`src/trace_owner_consts.vh`:
```
// Constants for the data and ownership trace block.
// Assumes inclusion by the block's single design file.
`ifndef TRACE_OWNER_CONSTS_VH
`define TRACE_OWNER_CONSTS_VH

`define REG_SEL_W          3
`define REG_CTRL           3'h0
`define REG_SA0            3'h1
`define REG_EA0            3'h2
`define REG_SA1            3'h3
`define REG_EA1            3'h4
`define REG_PID            3'h5

`define CTRL_RW_TRACE_ENABLE_CH0_HI       31
`define CTRL_RW_TRACE_ENABLE_CH0_LO       30
`define CTRL_RW_TRACE_ENABLE_CH1_HI       29
`define CTRL_RW_TRACE_ENABLE_CH1_LO       28
`define CTRL_SID1_HI       19
`define CTRL_SID1_LO       12
`define CTRL_SID1EN        11
`define CTRL_SID0_HI       10
`define CTRL_SID0_LO       3
`define CTRL_SID0EN        2
`define CTRL_WP1           1
`define CTRL_WP0           0
`define CTRL_WMASK         32'hF00FFFFF
`define REG_RESET          32'h00000000

`define CODE_OWNER         6'h02
`define CODE_DREAD         6'h06
`define CODE_DWRITE        6'h05
`define CODE_ERROR         6'h08
`define PERIOD_MSGS        9'h100

`endif

```
`src/data_owner_trace.v`:
```
// Data trace channel filters and ownership trace message generation.
// Assumes a single MCLK domain; the message sink presents msg_ready.
//
// Notes on behaviour
// - Two-bit read/write enable field per channel.
// - Channel 1 identifier bits 19:12, enable bit 11.
// - Channel 0 identifier bits 10:3, enable bit 2.
// - Watchpoint bits 0 and 1, read/write, reset zero.
// - Match only when address inside inclusive range.
// - Each channel has own start/end registers.
// - Equal start and end matches one address.
// - Start above end never matches.
// - Owner message: 32-bit identifier, code 2.
// - Identifier write triggers owner message.
// - Owner message at least every 256 messages.
// - Owner messages only while trace mode bit set.
// - Program sync overflow also sends owner message.
// - Data sync overflow also sends owner message.
// - Write during full queue resent after overrun.
// - No room and no halt gives error message.
// - Privileged CPU writes identifier via debug move.
// - Matching enabled read emits code 6 message.
`timescale 1ns/100ps
`default_nettype none
`include "trace_owner_consts.vh"

module data_owner_trace
(
  input  wire        MCLK,
  input  wire        RST_N,
  input  wire        REG_WR,
  input  wire        REG_RD,
  input  wire [2:0]  REG_SEL,
  input  wire [31:0] REG_WDATA,
  input  wire        CPU_PRIV,
  output reg  [31:0] REG_RDATA,
  input  wire        TRACE_MODE0,
  input  wire        HALT_ON_OVERRUN,
  input  wire        PROG_SYNC_OVF,
  input  wire        DATA_SYNC_OVF,
  input  wire        PROG_MSG_SENT,
  input  wire        ACC_VALID,
  input  wire        ACC_WRITE,
  input  wire [31:0] ACC_ADDR,
  input  wire [7:0]  ACC_SPACE_ID,
  output reg  [1:0]  CH_MATCH,
  output wire [1:0]  WATCHPOINT_HIT,
  output reg         MSG_VALID,
  input  wire        MSG_READY,
  output reg  [5:0]  MSG_CODE,
  output reg  [31:0] MSG_DATA,
  output wire        CPU_HALT_REQ
);

  // ------------------------------------------------------------
  // Reset release
  // ------------------------------------------------------------
  reg rst_meta_q;
  reg rst_n_q;
  always @(posedge MCLK or negedge RST_N)
  begin
    if (!RST_N)
    begin
      rst_meta_q <= 1'b0;
      rst_n_q    <= 1'b0;
    end
    else
    begin
      rst_meta_q <= 1'b1;
      rst_n_q    <= rst_meta_q;
    end
  end

  // ------------------------------------------------------------
  // Registers
  // ------------------------------------------------------------
  reg [31:0] ctrl_q;
  reg [31:0] sa0_q;
  reg [31:0] ea0_q;
  reg [31:0] sa1_q;
  reg [31:0] ea1_q;
  reg [31:0] pid_q;

  // Identifier writes are accepted from privileged CPU modes only.
  wire pid_wr = REG_WR && (REG_SEL == `REG_PID) && CPU_PRIV;

  // Next register values; a write takes effect on the edge of its strobe.
  reg [31:0] ctrl_d;
  reg [31:0] sa0_d;
  reg [31:0] ea0_d;
  reg [31:0] sa1_d;
  reg [31:0] ea1_d;
  reg [31:0] pid_d;

  always @*
  begin
    ctrl_d = ctrl_q;
    sa0_d  = sa0_q;
    ea0_d  = ea0_q;
    sa1_d  = sa1_q;
    ea1_d  = ea1_q;
    pid_d  = pid_q;
    if (REG_WR)
    begin
      case (REG_SEL)
        `REG_CTRL: ctrl_d = REG_WDATA & `CTRL_WMASK;
        `REG_SA0:  sa0_d  = REG_WDATA;
        `REG_EA0:  ea0_d  = REG_WDATA;
        `REG_SA1:  sa1_d  = REG_WDATA;
        `REG_EA1:  ea1_d  = REG_WDATA;
        `REG_PID:  if (CPU_PRIV) pid_d = REG_WDATA;
        default:   ctrl_d = ctrl_q;
      endcase
    end
  end

  always @(posedge MCLK or negedge rst_n_q)
  begin
    if (!rst_n_q)
    begin
      ctrl_q <= `REG_RESET;
      sa0_q  <= `REG_RESET;
      ea0_q  <= `REG_RESET;
      sa1_q  <= `REG_RESET;
      ea1_q  <= `REG_RESET;
      pid_q  <= `REG_RESET;
    end
    else
    begin
      ctrl_q <= ctrl_d;
      sa0_q  <= sa0_d;
      ea0_q  <= ea0_d;
      sa1_q  <= sa1_d;
      ea1_q  <= ea1_d;
      pid_q  <= pid_d;
    end
  end

  // ------------------------------------------------------------
  // Register read-back
  // ------------------------------------------------------------
  // Read data is held between reads so a slow reader sees a stable word.
  reg [31:0] rdata_d;

  always @*
  begin
    rdata_d = REG_RDATA;
    if (REG_RD)
    begin
      case (REG_SEL)
        `REG_CTRL: rdata_d = ctrl_q;
        `REG_SA0:  rdata_d = sa0_q;
        `REG_EA0:  rdata_d = ea0_q;
        `REG_SA1:  rdata_d = sa1_q;
        `REG_EA1:  rdata_d = ea1_q;
        `REG_PID:  rdata_d = pid_q;
        default:   rdata_d = `REG_RESET;
      endcase
    end
  end

  always @(posedge MCLK or negedge rst_n_q)
  begin
    if (!rst_n_q)
      REG_RDATA <= `REG_RESET;
    else
      REG_RDATA <= rdata_d;
  end

  // ------------------------------------------------------------
  // Channel match
  // ------------------------------------------------------------
  function chan_match;
    input [1:0]  rw_en;
    input        sid_en;
    input [7:0]  sid;
    input [31:0] sa;
    input [31:0] ea;
    input        wr;
    input [31:0] addr;
    input [7:0]  cur_sid;
    reg dir_ok;
    reg rng_ok;
    begin
      dir_ok     = wr ? rw_en[1] : rw_en[0];
      // A reversed range can never satisfy both bounds.
      rng_ok     = (addr >= sa) && (addr <= ea);
      chan_match = dir_ok && rng_ok && (!sid_en || (sid == cur_sid));
    end
  endfunction

  wire m0 = chan_match(ctrl_q[`CTRL_RW_TRACE_ENABLE_CH0_HI:`CTRL_RW_TRACE_ENABLE_CH0_LO], ctrl_q[`CTRL_SID0EN],
                       ctrl_q[`CTRL_SID0_HI:`CTRL_SID0_LO], sa0_q, ea0_q,
                       ACC_WRITE, ACC_ADDR, ACC_SPACE_ID);
  wire m1 = chan_match(ctrl_q[`CTRL_RW_TRACE_ENABLE_CH1_HI:`CTRL_RW_TRACE_ENABLE_CH1_LO], ctrl_q[`CTRL_SID1EN],
                       ctrl_q[`CTRL_SID1_HI:`CTRL_SID1_LO], sa1_q, ea1_q,
                       ACC_WRITE, ACC_ADDR, ACC_SPACE_ID);
  wire data_hit = ACC_VALID && (m0 || m1);

  reg [1:0] ch_match_d;

  always @*
  begin
    ch_match_d = 2'h0;
    if (ACC_VALID)
      ch_match_d = {m1, m0};
  end

  always @(posedge MCLK or negedge rst_n_q)
  begin
    if (!rst_n_q)
      CH_MATCH <= 2'h0;
    else
      CH_MATCH <= ch_match_d;
  end

  assign WATCHPOINT_HIT = CH_MATCH & {ctrl_q[`CTRL_WP1], ctrl_q[`CTRL_WP0]};

  // ------------------------------------------------------------
  // Owner message scheduling
  // ------------------------------------------------------------
  reg        own_pend_q;
  reg        own_pend_d;
  reg        err_pend_q;
  reg        err_pend_d;
  reg  [8:0] period_q;
  reg  [8:0] period_d;
  reg        msg_valid_d;
  reg  [5:0] msg_code_d;
  reg [31:0] msg_data_d;
  wire       slot_busy  = MSG_VALID && !MSG_READY;
  wire       period_hit = (period_q >= `PERIOD_MSGS);
  wire       sync_ovf   = PROG_SYNC_OVF || DATA_SYNC_OVF;
  wire       own_trig   = TRACE_MODE0 && (pid_wr || sync_ovf || period_hit);
  wire       msg_cnt    = PROG_MSG_SENT || (data_hit && TRACE_MODE0);

  // Holding the core while the queue is full lets the message wait.
  assign CPU_HALT_REQ = HALT_ON_OVERRUN && own_pend_q && slot_busy;

  // Priority is error, then owner, then data; a full slot holds its message.
  always @*
  begin
    own_pend_d  = own_pend_q;
    err_pend_d  = err_pend_q;
    period_d    = period_q;
    msg_valid_d = MSG_VALID;
    msg_code_d  = MSG_CODE;
    msg_data_d  = MSG_DATA;
    // A second trigger while one owner message already waits behind a full slot is an overrun unless halting on overrun.
    if (own_trig && own_pend_q && slot_busy && !HALT_ON_OVERRUN)
      err_pend_d = 1'b1;
    if (slot_busy)
      own_pend_d = own_pend_q || own_trig;
    else if (err_pend_q)
    begin
      msg_valid_d = 1'b1;
      msg_code_d  = `CODE_ERROR;
      msg_data_d  = `REG_RESET;
      err_pend_d  = 1'b0;
      own_pend_d  = own_pend_q || own_trig;
    end
    else if (own_pend_q || own_trig)
    begin
      msg_valid_d = 1'b1;
      msg_code_d  = `CODE_OWNER;
      msg_data_d  = pid_wr ? REG_WDATA : pid_q;
      own_pend_d  = 1'b0;
    end
    else if (data_hit)
    begin
      msg_valid_d = 1'b1;
      msg_code_d  = ACC_WRITE ? `CODE_DWRITE : `CODE_DREAD;
      msg_data_d  = ACC_ADDR;
    end
    else
    begin
      msg_valid_d = 1'b0;
    end
    // Every trigger restarts the count, so a saturated count fires only once.
    if (own_trig)
      period_d = 9'h000;
    else if (msg_cnt && !period_hit)
      period_d = period_q + 9'h001;
  end

  always @(posedge MCLK or negedge rst_n_q)
  begin
    if (!rst_n_q)
    begin
      own_pend_q <= 1'b0;
      err_pend_q <= 1'b0;
      period_q   <= 9'h000;
      MSG_VALID  <= 1'b0;
      MSG_CODE   <= 6'h00;
      MSG_DATA   <= `REG_RESET;
    end
    else
    begin
      own_pend_q <= own_pend_d;
      err_pend_q <= err_pend_d;
      period_q   <= period_d;
      MSG_VALID  <= msg_valid_d;
      MSG_CODE   <= msg_code_d;
      MSG_DATA   <= msg_data_d;
    end
  end

endmodule
`default_nettype wire

```
`config.mk`:
```
export PLATFORM = sky130hd
export DESIGN_NAME = data_owner_trace
export DESIGN_NICKNAME = d
export VERILOG_FILES = /design/src/data_owner_trace.v
export VERILOG_INCLUDE_DIRS = /design/src
export SDC_FILE = /design/constraint.sdc
export NUM_CORES = 1
export LEC_CHECK = 0
export ABC_AREA = 0
export CELL_PAD_IN_SITES_DETAIL_PLACEMENT = 1
export CELL_PAD_IN_SITES_GLOBAL_PLACEMENT = 2
export CORE_MARGIN = 5
export CORE_UTILIZATION = 46
export CTS_BUF_LIST = sky130_fd_sc_hd__clkbuf_2
export CTS_CLUSTER_SIZE = 16
export DETAILED_ROUTE_END_ITERATION = 10
export DONT_BUFFER_PORTS = 1
export PLACE_DENSITY_LB_ADDON = 0.25
export RECOVER_POWER = 100
export SYNTH_ARGS = -nofsm -noshare
export SYNTH_HDL_FRONTEND = slang
export SYNTH_SLANG_ARGS = --single-unit
```
`constraint.sdc`:
```
create_clock -name MCLK -period 16.47 [get_ports MCLK]
set_input_delay 2.4705 -clock MCLK [delete_from_list [all_inputs] [get_ports MCLK]]
set_output_delay 2.4705 -clock MCLK [all_outputs]
set_load 0.01 [all_outputs]
```
-- Word-level counts from Yosys, hierarchy flattened
Cells that the tools add are included.
- bitwise logic cells: 2
- divide/modulo/power cells: 0
- reductions and logical operators: 42
- $lt $le $gt $ge: 5
- shift operators: 0
- equal/unequal tests: 7
- add/sub/neg operators: 1
- multipliers: 0
- mux-type cells: 23
- operators by type and width (kind ; count):
    $pmux W32 S6 ; 1
    $mux W32 ; 4
    $ge A32 B32 Y1 ; 2
    $le A32 B32 Y1 ; 2
    $logic_and A1 B1 Y1 ; 18
    $mux W6 ; 3
    $mux W9 ; 2
    $eq A8 B8 Y1 ; 2
    $reduce_and A2 Y1 ; 6
    $mux W1 ; 11
    $add A9 B1 Y9 const B ; 1
    $ge A9 B9 Y1 const B ; 1
    $logic_or A1 B1 Y1 ; 8
    $eq A3 B2 Y1 const B ; 2
    $eq A3 B3 Y1 const B ; 2
    $reduce_bool A3 Y1 ; 2
    $logic_not A1 Y1 ; 5
    $mux W2 ; 2
    $eq A3 B1 Y1 const B ; 1
    $logic_not A3 Y1 ; 1
    $reduce_and A3 Y1 ; 1
    $and A2 B2 Y2 ; 1
    $reduce_bool A2 Y1 ; 1
    $not A1 Y1 ; 1
- bits in registers: 270
- word-level logic and storage cells: 96
- bits in read-only memories: 0
- latch bits: 0
- input port bits: 88
- memories kept: 0
- output and inout port bits: 76
- memory bits (writable): 0

-- Logic depth before layout (Yosys ltp)
Gate-level depths: netlist of run 1.
- depth after elaboration: 12
- depth in mapped cells: 11
- gate-level depth less buffers: 10

-- Worst setup path after synthesis of run 1
No wires, ideal clock.
- path kind: in2out
- start: input MSG_READY
- end: output CPU_HALT_REQ
- path buffers: 0
- stages: 2
- arrival: 2.868 ns
- path slack: 11.131 ns
- required time: 13.999 ns
- cell sequence: nor2b_1 -> and3_1
- cells in the longest elaborated chain, start to end: 3
- ends and longest elaborated chain (item ; line ; RTL):
    from (decl) ; data_owner_trace.v:49 ; input wire MSG_READY,
    $logic_not A1 Y1 ; data_owner_trace.v:231 ; wire slot_busy = MSG_VALID && !MSG_READY;
    $logic_and A1 B1 Y1 ; data_owner_trace.v:231 ;
    $logic_and A1 B1 Y1 ; data_owner_trace.v:238 ; assign CPU_HALT_REQ = HALT_ON_OVERRUN && own_pend_q && slot_busy;
    to (decl) ; data_owner_trace.v:52 ; output wire CPU_HALT_REQ
No other way between the ends.

==> metrics.md, run 1 <==
| Metric | Value |
|---|---|
| Max Slew Vio Count | 482 |
| CP dominant cell by count | clkbuf_1 |
| CTS tree | yes |
| Core area | 32,370 um^2 |
| CTS Hold Bufs | 0 |
| Setup crit end kind | asynchronous set/reset pin |
| Flops & latches, synth | 268 |
| Residual DRC count | 0 |
| Die width | 190.4 um |
| Avg Cell Area, Syn | 10.02 um^2 |
| Vias | 11,730 |
| I/O Pins | 164 |
| Die extent in y | 190.4 um |
| CTS clk-pin slew, worst paths | 0.10 ns |
| Startpoint Class | flop |
| Largest fanout on the critical path | 69 |
| EDFF count, synth | 0 |
| Arr. time, crit path | 8.67 ns |
| Fmax | 0.1179 GHz |
| Clock Skew | 0.05999 ns |
| Layout cells sized above 1 | 13.29% |
| Post-synth top cells | dfrtp_1, nand2_1, o21ai_0, inv_1, ha_1 |
| Post-route minimum period | 8.481 ns |
| Status | finished with violations |
| Final HPWL DP | 33,710 um |
| Initial Util | 46.26% |
| Synthesized area | 14,980 um^2 |
| RSZ-0062 raised after global routing | no |
| Slew of the pin with the lowest slew margin | 4.009 ns |
| Largest stage delay on the critical path | 2.79 ns |
| FILL cells | 3,702 |
| Die area | 36,260 um^2 |
| Via density | 5.809 |
| Fin util | 49.42% |
| Initial antenna violation count | 1 |
| GRT Total Usage | 26.59% |
| Clock sink count | 268 |
| Final net count | 1,731 |
| Setup TNS | 0 ns |
| Max-Cap Viols | 10 |
| Netlist cell types | 64 |
| Global-route wire length before repair | 74,170 um |
| ANT nets after route | 0 |
| DR pass1 iterations | 5 |
| Crit path cell chain | clkbuf_1, clkbuf_1 |
| Rows | 66 |
| WS Path Type | reg2async |
| Leak Pwr | 0.007367 uW |
| Post-CTS Setup Bufs | 0 |
| Top_reg_cell synth | dfrtp_1 |
| Post-Route WL | 48,120 um |
| Vias in the first global route | 12,700 |
| Largest net degree at the start of global routing | 113 |
| Kind of cell adding the most delay to the critical path | buffers and inverters |
| Min-delay worst type | reg2reg |
| RePlAce Congestion | 0.8499 |
| Most frequent cell after synthesis | dfrtp_1 |
| Final hold viol count | 0 |
| CTS Buf Count | 76 |
| Pwr per Cell Area | 118.6 nW/um^2 |
| Critical path's slowest cell | clkbuf_1 |
| Failing checks | max-capacitance violations, max-slew violations |
| Buf/Inv on CP | 2 |
| Register area share after synthesis | 44.78% |
| Post-synth ARST share | 100.0% |
| Fin crit share | 51.49% |
| Setup violators final | 0 |
| GRT overflow | 0 |
| PostCTS Resize Cnt | 0 |
| Port Buf Inserts | 0 |
| Top cells by area, synth | dfrtp_1, ha_1, mux2_2 |
| H-tree depth | 3 |
| Slew headroom | -167.3% |
| Clk_lat worst skew | 0.95 ns |
| Crit path required time | 16.66 ns |
| Ys Warns | 0 |
| Routed WL per cell | 23.84 um |
| Synth top area share | 44.78% |
| Initial DRC count | 560 |
| Leading area contributor after synthesis | dfrtp_1 |
| Clock root buffer | clkbuf_2 |
| Worst VDD drop | 0.05077 mV |
| Area growth from synthesis to layout | 6.834% |
| CTS Buffer Depth | 3 |
| Synth Instances | 1,495 |
area by class of cell:
type                            count  area (um^2)  share of cell area, %
Sequential cell                   268         6706                  41.92
Multi-Input combinational cell   1015         7467                  46.67
Clock buffer                      110        550.5                  3.441
Antenna cell                        4        10.01                0.06256
Timing Repair Buffer               16        63.81                 0.3988
Clock inverter                     28        137.6                 0.8602
Tap cell                          442        553.0                  3.457
Inverter                          136        510.5                  3.191
sequential cells by signal (all words and copies together), names as in the netlist, 4 cells and up:
name	count
pid_q	32
sa1_q	32
period_q	9
REG_RDATA	32
ctrl_q	24
sa0_q	32
MSG_DATA	32
MSG_CODE	4
ea0_q	32
ea1_q	32
power breakdown:
| part | switching, uW | internal, uW |
|---|---|---|
| sequential | 117 | 795 |
| clock | 309 | 196 |
| combinational | 273 | 208 |
path summary, 6_finish.rpt:
check	start	endpoint	slack [ns]	depth (start not counted)
worst max-delay path	rst_n_q	sa0_q[30]	7.99	2
worst min-delay path	rst_meta_q	rst_n_q	0.35	0
worst max register to register	rst_n_q	sa0_q[30]	7.99	2
worst min register to register	rst_meta_q	rst_n_q	0.35	0
max in group MCLK	REG_SEL[2]	MSG_DATA[19]	8.99	9
min in group asynchronous	rst_n_q	ea1_q[25]	1.07	0
routing by layer:
layer	vias up	part of all wire (%)	global-route usage, %
met5	-	0	0
met4	0	3.2	10.39
met3	83	6.9	6.591
met2	328	47	42.54
met1	5910	43	34.95
li1	5407	-	-
cells by family (layout without fill, tap and decap cells):
family	count (synthesis)	after routing	share of synthesized area, %
AOI/OAI and AO/OA	399	399	16.49
and+or+nand+nor	314	314	9.483
DFF	268	268	44.78
buffers and inverters	213	290	5.464
muxes	153	153	11.93
adders and majority gates	130	130	10.86
xor gates and xnor gates	16	16	0.9358
other	2	7	0.05015
per-stage QoR:
step	cell area (um^2)	instances	setup slack, ns	power [uW]	hold slack (ns)
finish	16000	2019	7.989	1898	0.3540
global route	16000	2019	6.296	2030	0.3651
CTS	16080	2015	11.02	1924	0.3560
detailed placement	15390	1877	10.11	1410	0.3363
global placement	15390	1877	10.33	1384	0.3407
floorplan	14980	1496	8.448	1251	0.3312
cell usage in the layout (no fill, tap or decap), types with 27 or more instances in the layout:
| master | count |
|---|---|
| nand2_1 | 167 |
| inv_1 | 136 |
| o2bb2ai_1 | 32 |
| o21ai_0 | 161 |
| mux2i_1 | 48 |
| ha_1 | 130 |
| nor2_1 | 58 |
| clkbuf_2 | 110 |
| mux2_2 | 70 |
| dfrtp_1 | 268 |
| a22oi_1 | 27 |
| a21oi_1 | 96 |
Note: power is estimated with default switching activity, not from simulation.
==> run 2, diff against run 1 <==
- CORE_UTILIZATION: 46 -> 43
- clock period: 16.47 -> 8.8 ns (I/O delays scaled with it)
==> run 2 against run 1 <==
The run still ends with max-capacitance violations, max-slew violations left. Final cell count is 0.15% higher. Global-route usage decreased by 1.1 points. Setup slack got worse by 4.2 ns.
==> metrics.md, run 2 (same netlist as run 1, synthesis figures left out) <==
| Metric | Value |
|---|---|
| Post-Route WL | 49,110 um |
| Pwr per Cell Area | 220.3 nW/um^2 |
| Via density | 5.752 |
| Residual DRC count | 0 |
| Failing checks | max-capacitance violations, max-slew violations |
| GRT met1 Usage | 34.35% |
| Path depth of the worst reg2reg path | 1 |
| Clock Skew | 0.08410 ns |
| Slew of the pin with the lowest slew margin | 3.360 ns |
| Most used routing layer | met2 |
| End of the critical path | MSG_DATA[24] |
| CTS Buffer Depth | 3 |
| Hold_ws | 0.1408 ns |
| Worst reg2reg setup slack | 3.92 ns |
| Commonest non-fill, non-tap cell in the layout | dfrtp_1 |
| RSZ-0062 raised after global routing | no |
| Clock sink count | 268 |
| WS Path Type | in2reg |
| Global Route met3 Usage | 6.085% |
| CTS clk-pin slew, worst paths | 0.09 ns |
| FILL cells | 4,005 |
| GRT overflow | 0 |
| Startpoint Class | input pin |
| Clk_lat worst skew | 0.92 ns |
| Min-delay worst type | in2async |
| Initial antenna violation count | 1 |
| GRT Total Usage | 25.51% |
| Arr. time, crit path | 5.82 ns |
| Status | finished with violations |
| Fmax | 0.1978 GHz |
| Reg2Reg Launch Point | rst_n_q |
| Setup crit start | REG_SEL[2] |
| Setup violators final | 0 |
| Layout cells sized above 1 | 13.47% |
| Vias | 11,630 |
| CTS Buf Count | 75 |
| Initial Util | 43.46% |
| ANT nets after route | 0 |
| Rows | 68 |
| Finished Cell Area | 15,990 um^2 |
| Setup crit end kind | flop |
| I/O Pins | 164 |
| FF-to-FF End | sa0_q[29] |
| Max-Cap Viols | 8 |
| Core area | 34,460 um^2 |
| Most frequent cells in the layout | dfrtp_1, nand2_1, o21ai_0, inv_1, ha_1 |
| CTS tree | yes |
| Area growth from synthesis to layout | 6.768% |
| CTS Hold Bufs | 0 |
| PostCTS Resize Cnt | 0 |
| Final hold viol count | 0 |
| Final net count | 1,728 |
| Post-CTS Setup Bufs | 0 |
| Global-route wire length before repair | 76,400 um |
| Clock root buffer | clkbuf_2 |
| Placed Area | 15,400 um^2 |
| Leak Pwr | 0.007352 uW |
| Post-route minimum period | 5.056 ns |
| Vias in the first global route | 12,430 |
| Port Buf Inserts | 0 |
| Worst VDD drop | 0.1006 mV |
| Power Total | 3522 uW |
| Largest fanout on the critical path | 33 |
| H-tree depth | 3 |
| Max Slew Vio Count | 312 |
| Initial DRC count | 575 |
| Routed WL per cell | 24.29 um |
| RePlAce Congestion | 0.8897 |
| GR Layer Usage met2 | 41.31% |
| Die area | 38,660 um^2 |
| Largest net degree at the start of global routing | 165 |
| Fin crit share | 57.45% |
| Final HPWL DP | 34,300 um |
| Crit path required time | 9.57 ns |
| DR pass1 iterations | 5 |
| Die width | 196.6 um |
| Die extent in y | 196.6 um |
| Slew headroom | -124.0% |
| Setup TNS | 0 ns |
## run 2: changes by cell type in the layout (fill, tap and decap cells not counted), moves of 2 or more
cell / previous run / this run
clkbuf_2: 110 / 114
clkinvlp_4: 0 / 2
clkinv_2: 5 / 1
diode_2: 4 / 1
inv_2: 4 / 2
clkinv_1: 18 / 14
clkbuf_1: 15 / 10
buf_4: 1 / 3
## run 2: worst min-delay path by stage
| stage | slack (ns) | startpoint | depth (start not counted) | to |
|---|---|---|---|---|
| floorplan | 0.33 | rst_meta_q | 0 | rst_n_q |
| global placement | 0.34 | rst_meta_q | 0 | rst_n_q |
| detailed placement | 0.34 | rst_meta_q | 0 | rst_n_q |
| CTS | 0.02 | RST_N | 0 | rst_n_q |
| global route | 0.03 | RST_N | 0 | rst_meta_q |
| finish | 0.14 | RST_N | 0 | rst_meta_q |
## run 2: final cells by class
cell class | instances | area [um^2] | share of cell area, %
Clock inverter | 19 | 80.08 | 0.5008
Clock buffer | 114 | 570.5 | 3.568
Tap cell | 455 | 569.3 | 3.561
Inverter | 136 | 510.5 | 3.193
Antenna cell | 1 | 2.502 | 0.01565
Multi-Input combinational cell | 1015 | 7470 | 46.72
Timing Repair Buffer | 14 | 80.08 | 0.5008
Sequential cell | 268 | 6706 | 41.94
## run 2: report_power, final
| part | leakage, uW | internal, uW | switching [uW] |
|---|---|---|---|
| Combinational | 0.00356 | 391 | 516 |
| Clock | 0.000508 | 342 | 562 |
| Sequential | 0.00328 | 1490 | 223 |
| Total | 0.00735 | 2220 | 1300 |
## run 2: per-stage QoR
stage	utilization, %	std cells	setup slack, ns
2_1_floorplan	-	1496	0.7782
3_3_place_gp	44.70	1888	4.277
3_5_place_dp	44.70	1888	4.163
4_1_cts	46.58	2021	5.111
5_1_grt	46.40	2022	2.858
6_report	46.40	2022	3.744
## run 2: metal layers
metal / wire (um) / vias up
met3: 3015 / 69
met2: 23010 / 293
met5: 0 / -
li1: - / 5396
met1: 21920 / 5873
met4: 1162 / 0
## run 2: worst max-delay path, stage by stage
cell and delay, ns:
inv_1 0.88, nor2_2 0.09, and4_2 0.29, clkbuf_1 1.00, o41a_1 0.92, or3_1 0.46
o21ai_4 0.14, buf_4 0.49, o2bb2ai_1 0.18
==> run 3, diff against run 2 <==
- ABC_AREA: 0 -> 1
- CORE_UTILIZATION: 43 -> 36
- clock period: 8.8 -> 4.5 ns (I/O delays scaled with it)
==> run 3 against run 2 <==
Core utilization down 5.0 points. First-iteration DRC count is 86% higher. Global-route usage up 0.50 points. The flow still finishes with violations (max-capacitance violations, max-slew violations). Routed wire length rose by 23%. Power is 100% higher. Sequential cell count is the same. Die area up 19%. Non-clock buffer count is 91 higher. Combinational power is 94% higher. Critical path depth rose by 5. Synthesized area rose by 0.32%.
==> metrics.md, run 3 <==
| Metric | Value |
|---|---|
| Routed WL per cell | 23.40 um |
| Worst Hold Path EP | MSG_DATA[0] |
| Die area | 45,920 um^2 |
| Synth top area share | 44.64% |
| Hold path start | ACC_ADDR[0] |
| Leading area contributor after synthesis | dfrtp_1 |
| Register area share after synthesis | 44.64% |
| Crit path required time | 5.35 ns |
| Post-route minimum period | 3.666 ns |
| Setup crit end kind | flop |
| Clock Skew | 0.1022 ns |
| Via density | 5.347 |
| Core area | 41,020 um^2 |
| GRT overflow | 0 |
| Rows | 74 |
| Arr. time, crit path | 4.51 ns |
| Metal2 WL | 27,050 um |
| Die extent in y | 214.3 um |
| Avg Cell Area, Syn | 7.940 um^2 |
| Residual DRC count | 0 |
| Commonest non-fill, non-tap cell in the layout | nand2_1 |
| PostCTS Resize Cnt | 0 |
| Status | finished with violations |
| Clock root buffer | clkbuf_2 |
| Worst VDD drop | 0.1415 mV |
| Min-delay worst type | in2reg |
| Final HPWL DP | 41,270 um |
| Vias in the first global route | 14,360 |
| Die width | 214.3 um |
| Synthesized area | 15,020 um^2 |
| WHS Path Cells | 4 |
| ANT nets after route | 0 |
| Port Buf Inserts | 0 |
| Flops & latches, synth | 268 |
| WS Path Type | reg2reg |
| Initial Util | 36.63% |
| Synth Instances | 1,892 |
| EDFF count, synth | 0 |
| RSZ-0062 raised after global routing | no |
| Leak Pwr | 0.008723 uW |
| Slew of the pin with the lowest slew margin | 3.083 ns |
| Global-route wire length before repair | 91,450 um |
| Initial antenna violation count | 4 |
| CTS clk-pin slew, worst paths | 0.10 ns |
| Top Metal Used | met4 |
| Setup violators final | 0 |
| Failing checks | max-capacitance violations, max-slew violations |
| Max Slew Vio Count | 255 |
| Most frequent cells in the layout | nand2_1, dfrtp_1, inv_1, o21ai_0, ha_1 |
| Path depth of the worst reg2reg path | 14 |
| CTS tree | yes |
| Slew headroom | -105.6% |
| Netlist cell types | 40 |
| Layout cells sized above 1 | 6.917% |
| Reg2Reg Launch Point | ea1_q[28] |
| Final net count | 2,214 |
| Post-Route WL | 60,570 um |
| Metal1 wirelength | 27,580 um |
| Post-CTS Setup Bufs | 0 |
| Top cells by area, synth | dfrtp_1, nand2_1, ha_1 |
| Clk_lat worst skew | 1.04 ns |
| Fmax | 0.2728 GHz |
| WL met3 | 4794 um |
| FF-to-FF End | MSG_DATA[19] |
| Final hold viol count | 0 |
| Setup TNS | 0 ns |
| Fin util | 41.43% |
| Worst reg2reg setup slack | 0.83 ns |
| Pwr per Cell Area | 419.0 nW/um^2 |
| Most frequent cell after synthesis | nand2_1 |
| CTS Buffer Depth | 3 |
| Clock sink count | 268 |
| GRT Total Usage | 26.02% |
| Top_reg_cell synth | dfrtp_1 |
| CTS Buf Count | 79 |
| Area growth from synthesis to layout | 13.12% |
| Post-synth ARST share | 100.0% |
| Vias | 13,840 |
| Largest net degree at the start of global routing | 70 |
| RePlAce Congestion | 0.8709 |
| Fin crit share | 81.46% |
| Startpoint Class | flop |
| Initial DRC count | 1,067 |
| Largest fanout on the critical path | 37 |
| H-tree depth | 3 |
| Ys Warns | 0 |
| Max-Cap Viols | 6 |
| Post-synth top cells | nand2_1, dfrtp_1, o21ai_0, inv_1, ha_1 |
| I/O Pins | 164 |
| CTS Hold Bufs | 75 |
| DR pass1 iterations | 5 |
## run 3: cell types whose count changed after synthesis, sizes merged, moves of 36 or more
cell,delta
nand3,+40
nand2,+383
mux2,-94
o21ai,+68
inv,+96
nor2,+36
mux2i,-48
## run 3: layout make-up
class | count | area (um^2)
fill | 5070 | 24020
multi-input combinational | 1307 | 7067
inverter | 235 | 882.1
clock inverter | 22 | 137.6
timing repair buffer | 105 | 944.7
sequential | 268 | 6706
antenna | 4 | 10.01
clock buffer | 116 | 580.6
tap | 532 | 665.6
## run 3: metrics by stage
stage	hold slack (ns)	instance area (um^2)	std cells	worst slack, ns	total power (uW)
global route	0.1257	16990	2587	0.5699	7638
finish	0.1500	16990	2589	0.8345	7120
detailed placement	0.3389	15600	2372	1.046	5137
floorplan	0.3311	15030	1893	0.1060	4435
CTS	0.003712	17090	2585	1.274	7196
global placement	0.3368	15600	2372	1.070	5054
## run 3: worst max-delay path: stages, from the launching register on
cell and delay (ns):
dfrtp_1 0.42, inv_1 0.07, ha_1 0.29, nand2_1 0.05
nor2_1 0.21, nand2_1 0.12, nor3_1 0.39, nand2_1 0.10
nand2_1 0.08, nand2_1 0.18, nand3_2 0.15, clkbuf_1 0.62
nand2_4 0.49, nand3_1 0.24, nand2_1 0.07
## run 3: power by group
part / total (uW) / leakage (uW) / internal, uW / switching (uW)
Clock: 1960 / 0.000546 / 795 / 1160
Sequential: 3400 / 0.00339 / 2870 / 531
Combinational: 1760 / 0.00478 / 638 / 1120
## run 3: routing by layer
| layer | up-vias | GRT usage (%) |
|---|---|---|
| li1 | 6476 | - |
| met1 | 6874 | 35.46 |
| met2 | 423 | 40.59 |
| met3 | 70 | 7.892 |
| met4 | 0 | 6.828 |
| met5 | - | 0 |
## run 3: worst max path at each step
stage          startpoint  cells past startpoint  slack [ns]            to
6_report        ea1_q[28]                     14        0.83  MSG_DATA[19]
5_1_grt           rst_n_q                      1        0.57     ea0_q[29]
4_1_cts         ea0_q[13]                     15        1.27  MSG_DATA[19]
3_5_place_dp   REG_SEL[0]                     12        1.05  MSG_DATA[25]
3_3_place_gp   REG_SEL[0]                     11        1.07   MSG_DATA[0]
2_1_floorplan     rst_n_q                      0        0.11   CH_MATCH[0]
## run 3: cell families (layout without fill, tap and decap cells)
group,after synthesis,after routing,synth area share [%]
adders and majority gates,130,130,10.83
DFF,268,268,44.64
xor gates and xnor gates,9,9,0.5247
AOI/OAI and AO/OA,395,395,14.71
and+or+nand+nor,770,770,21.01
other,2,7,0.04999
buffers and inverters,318,478,8.237
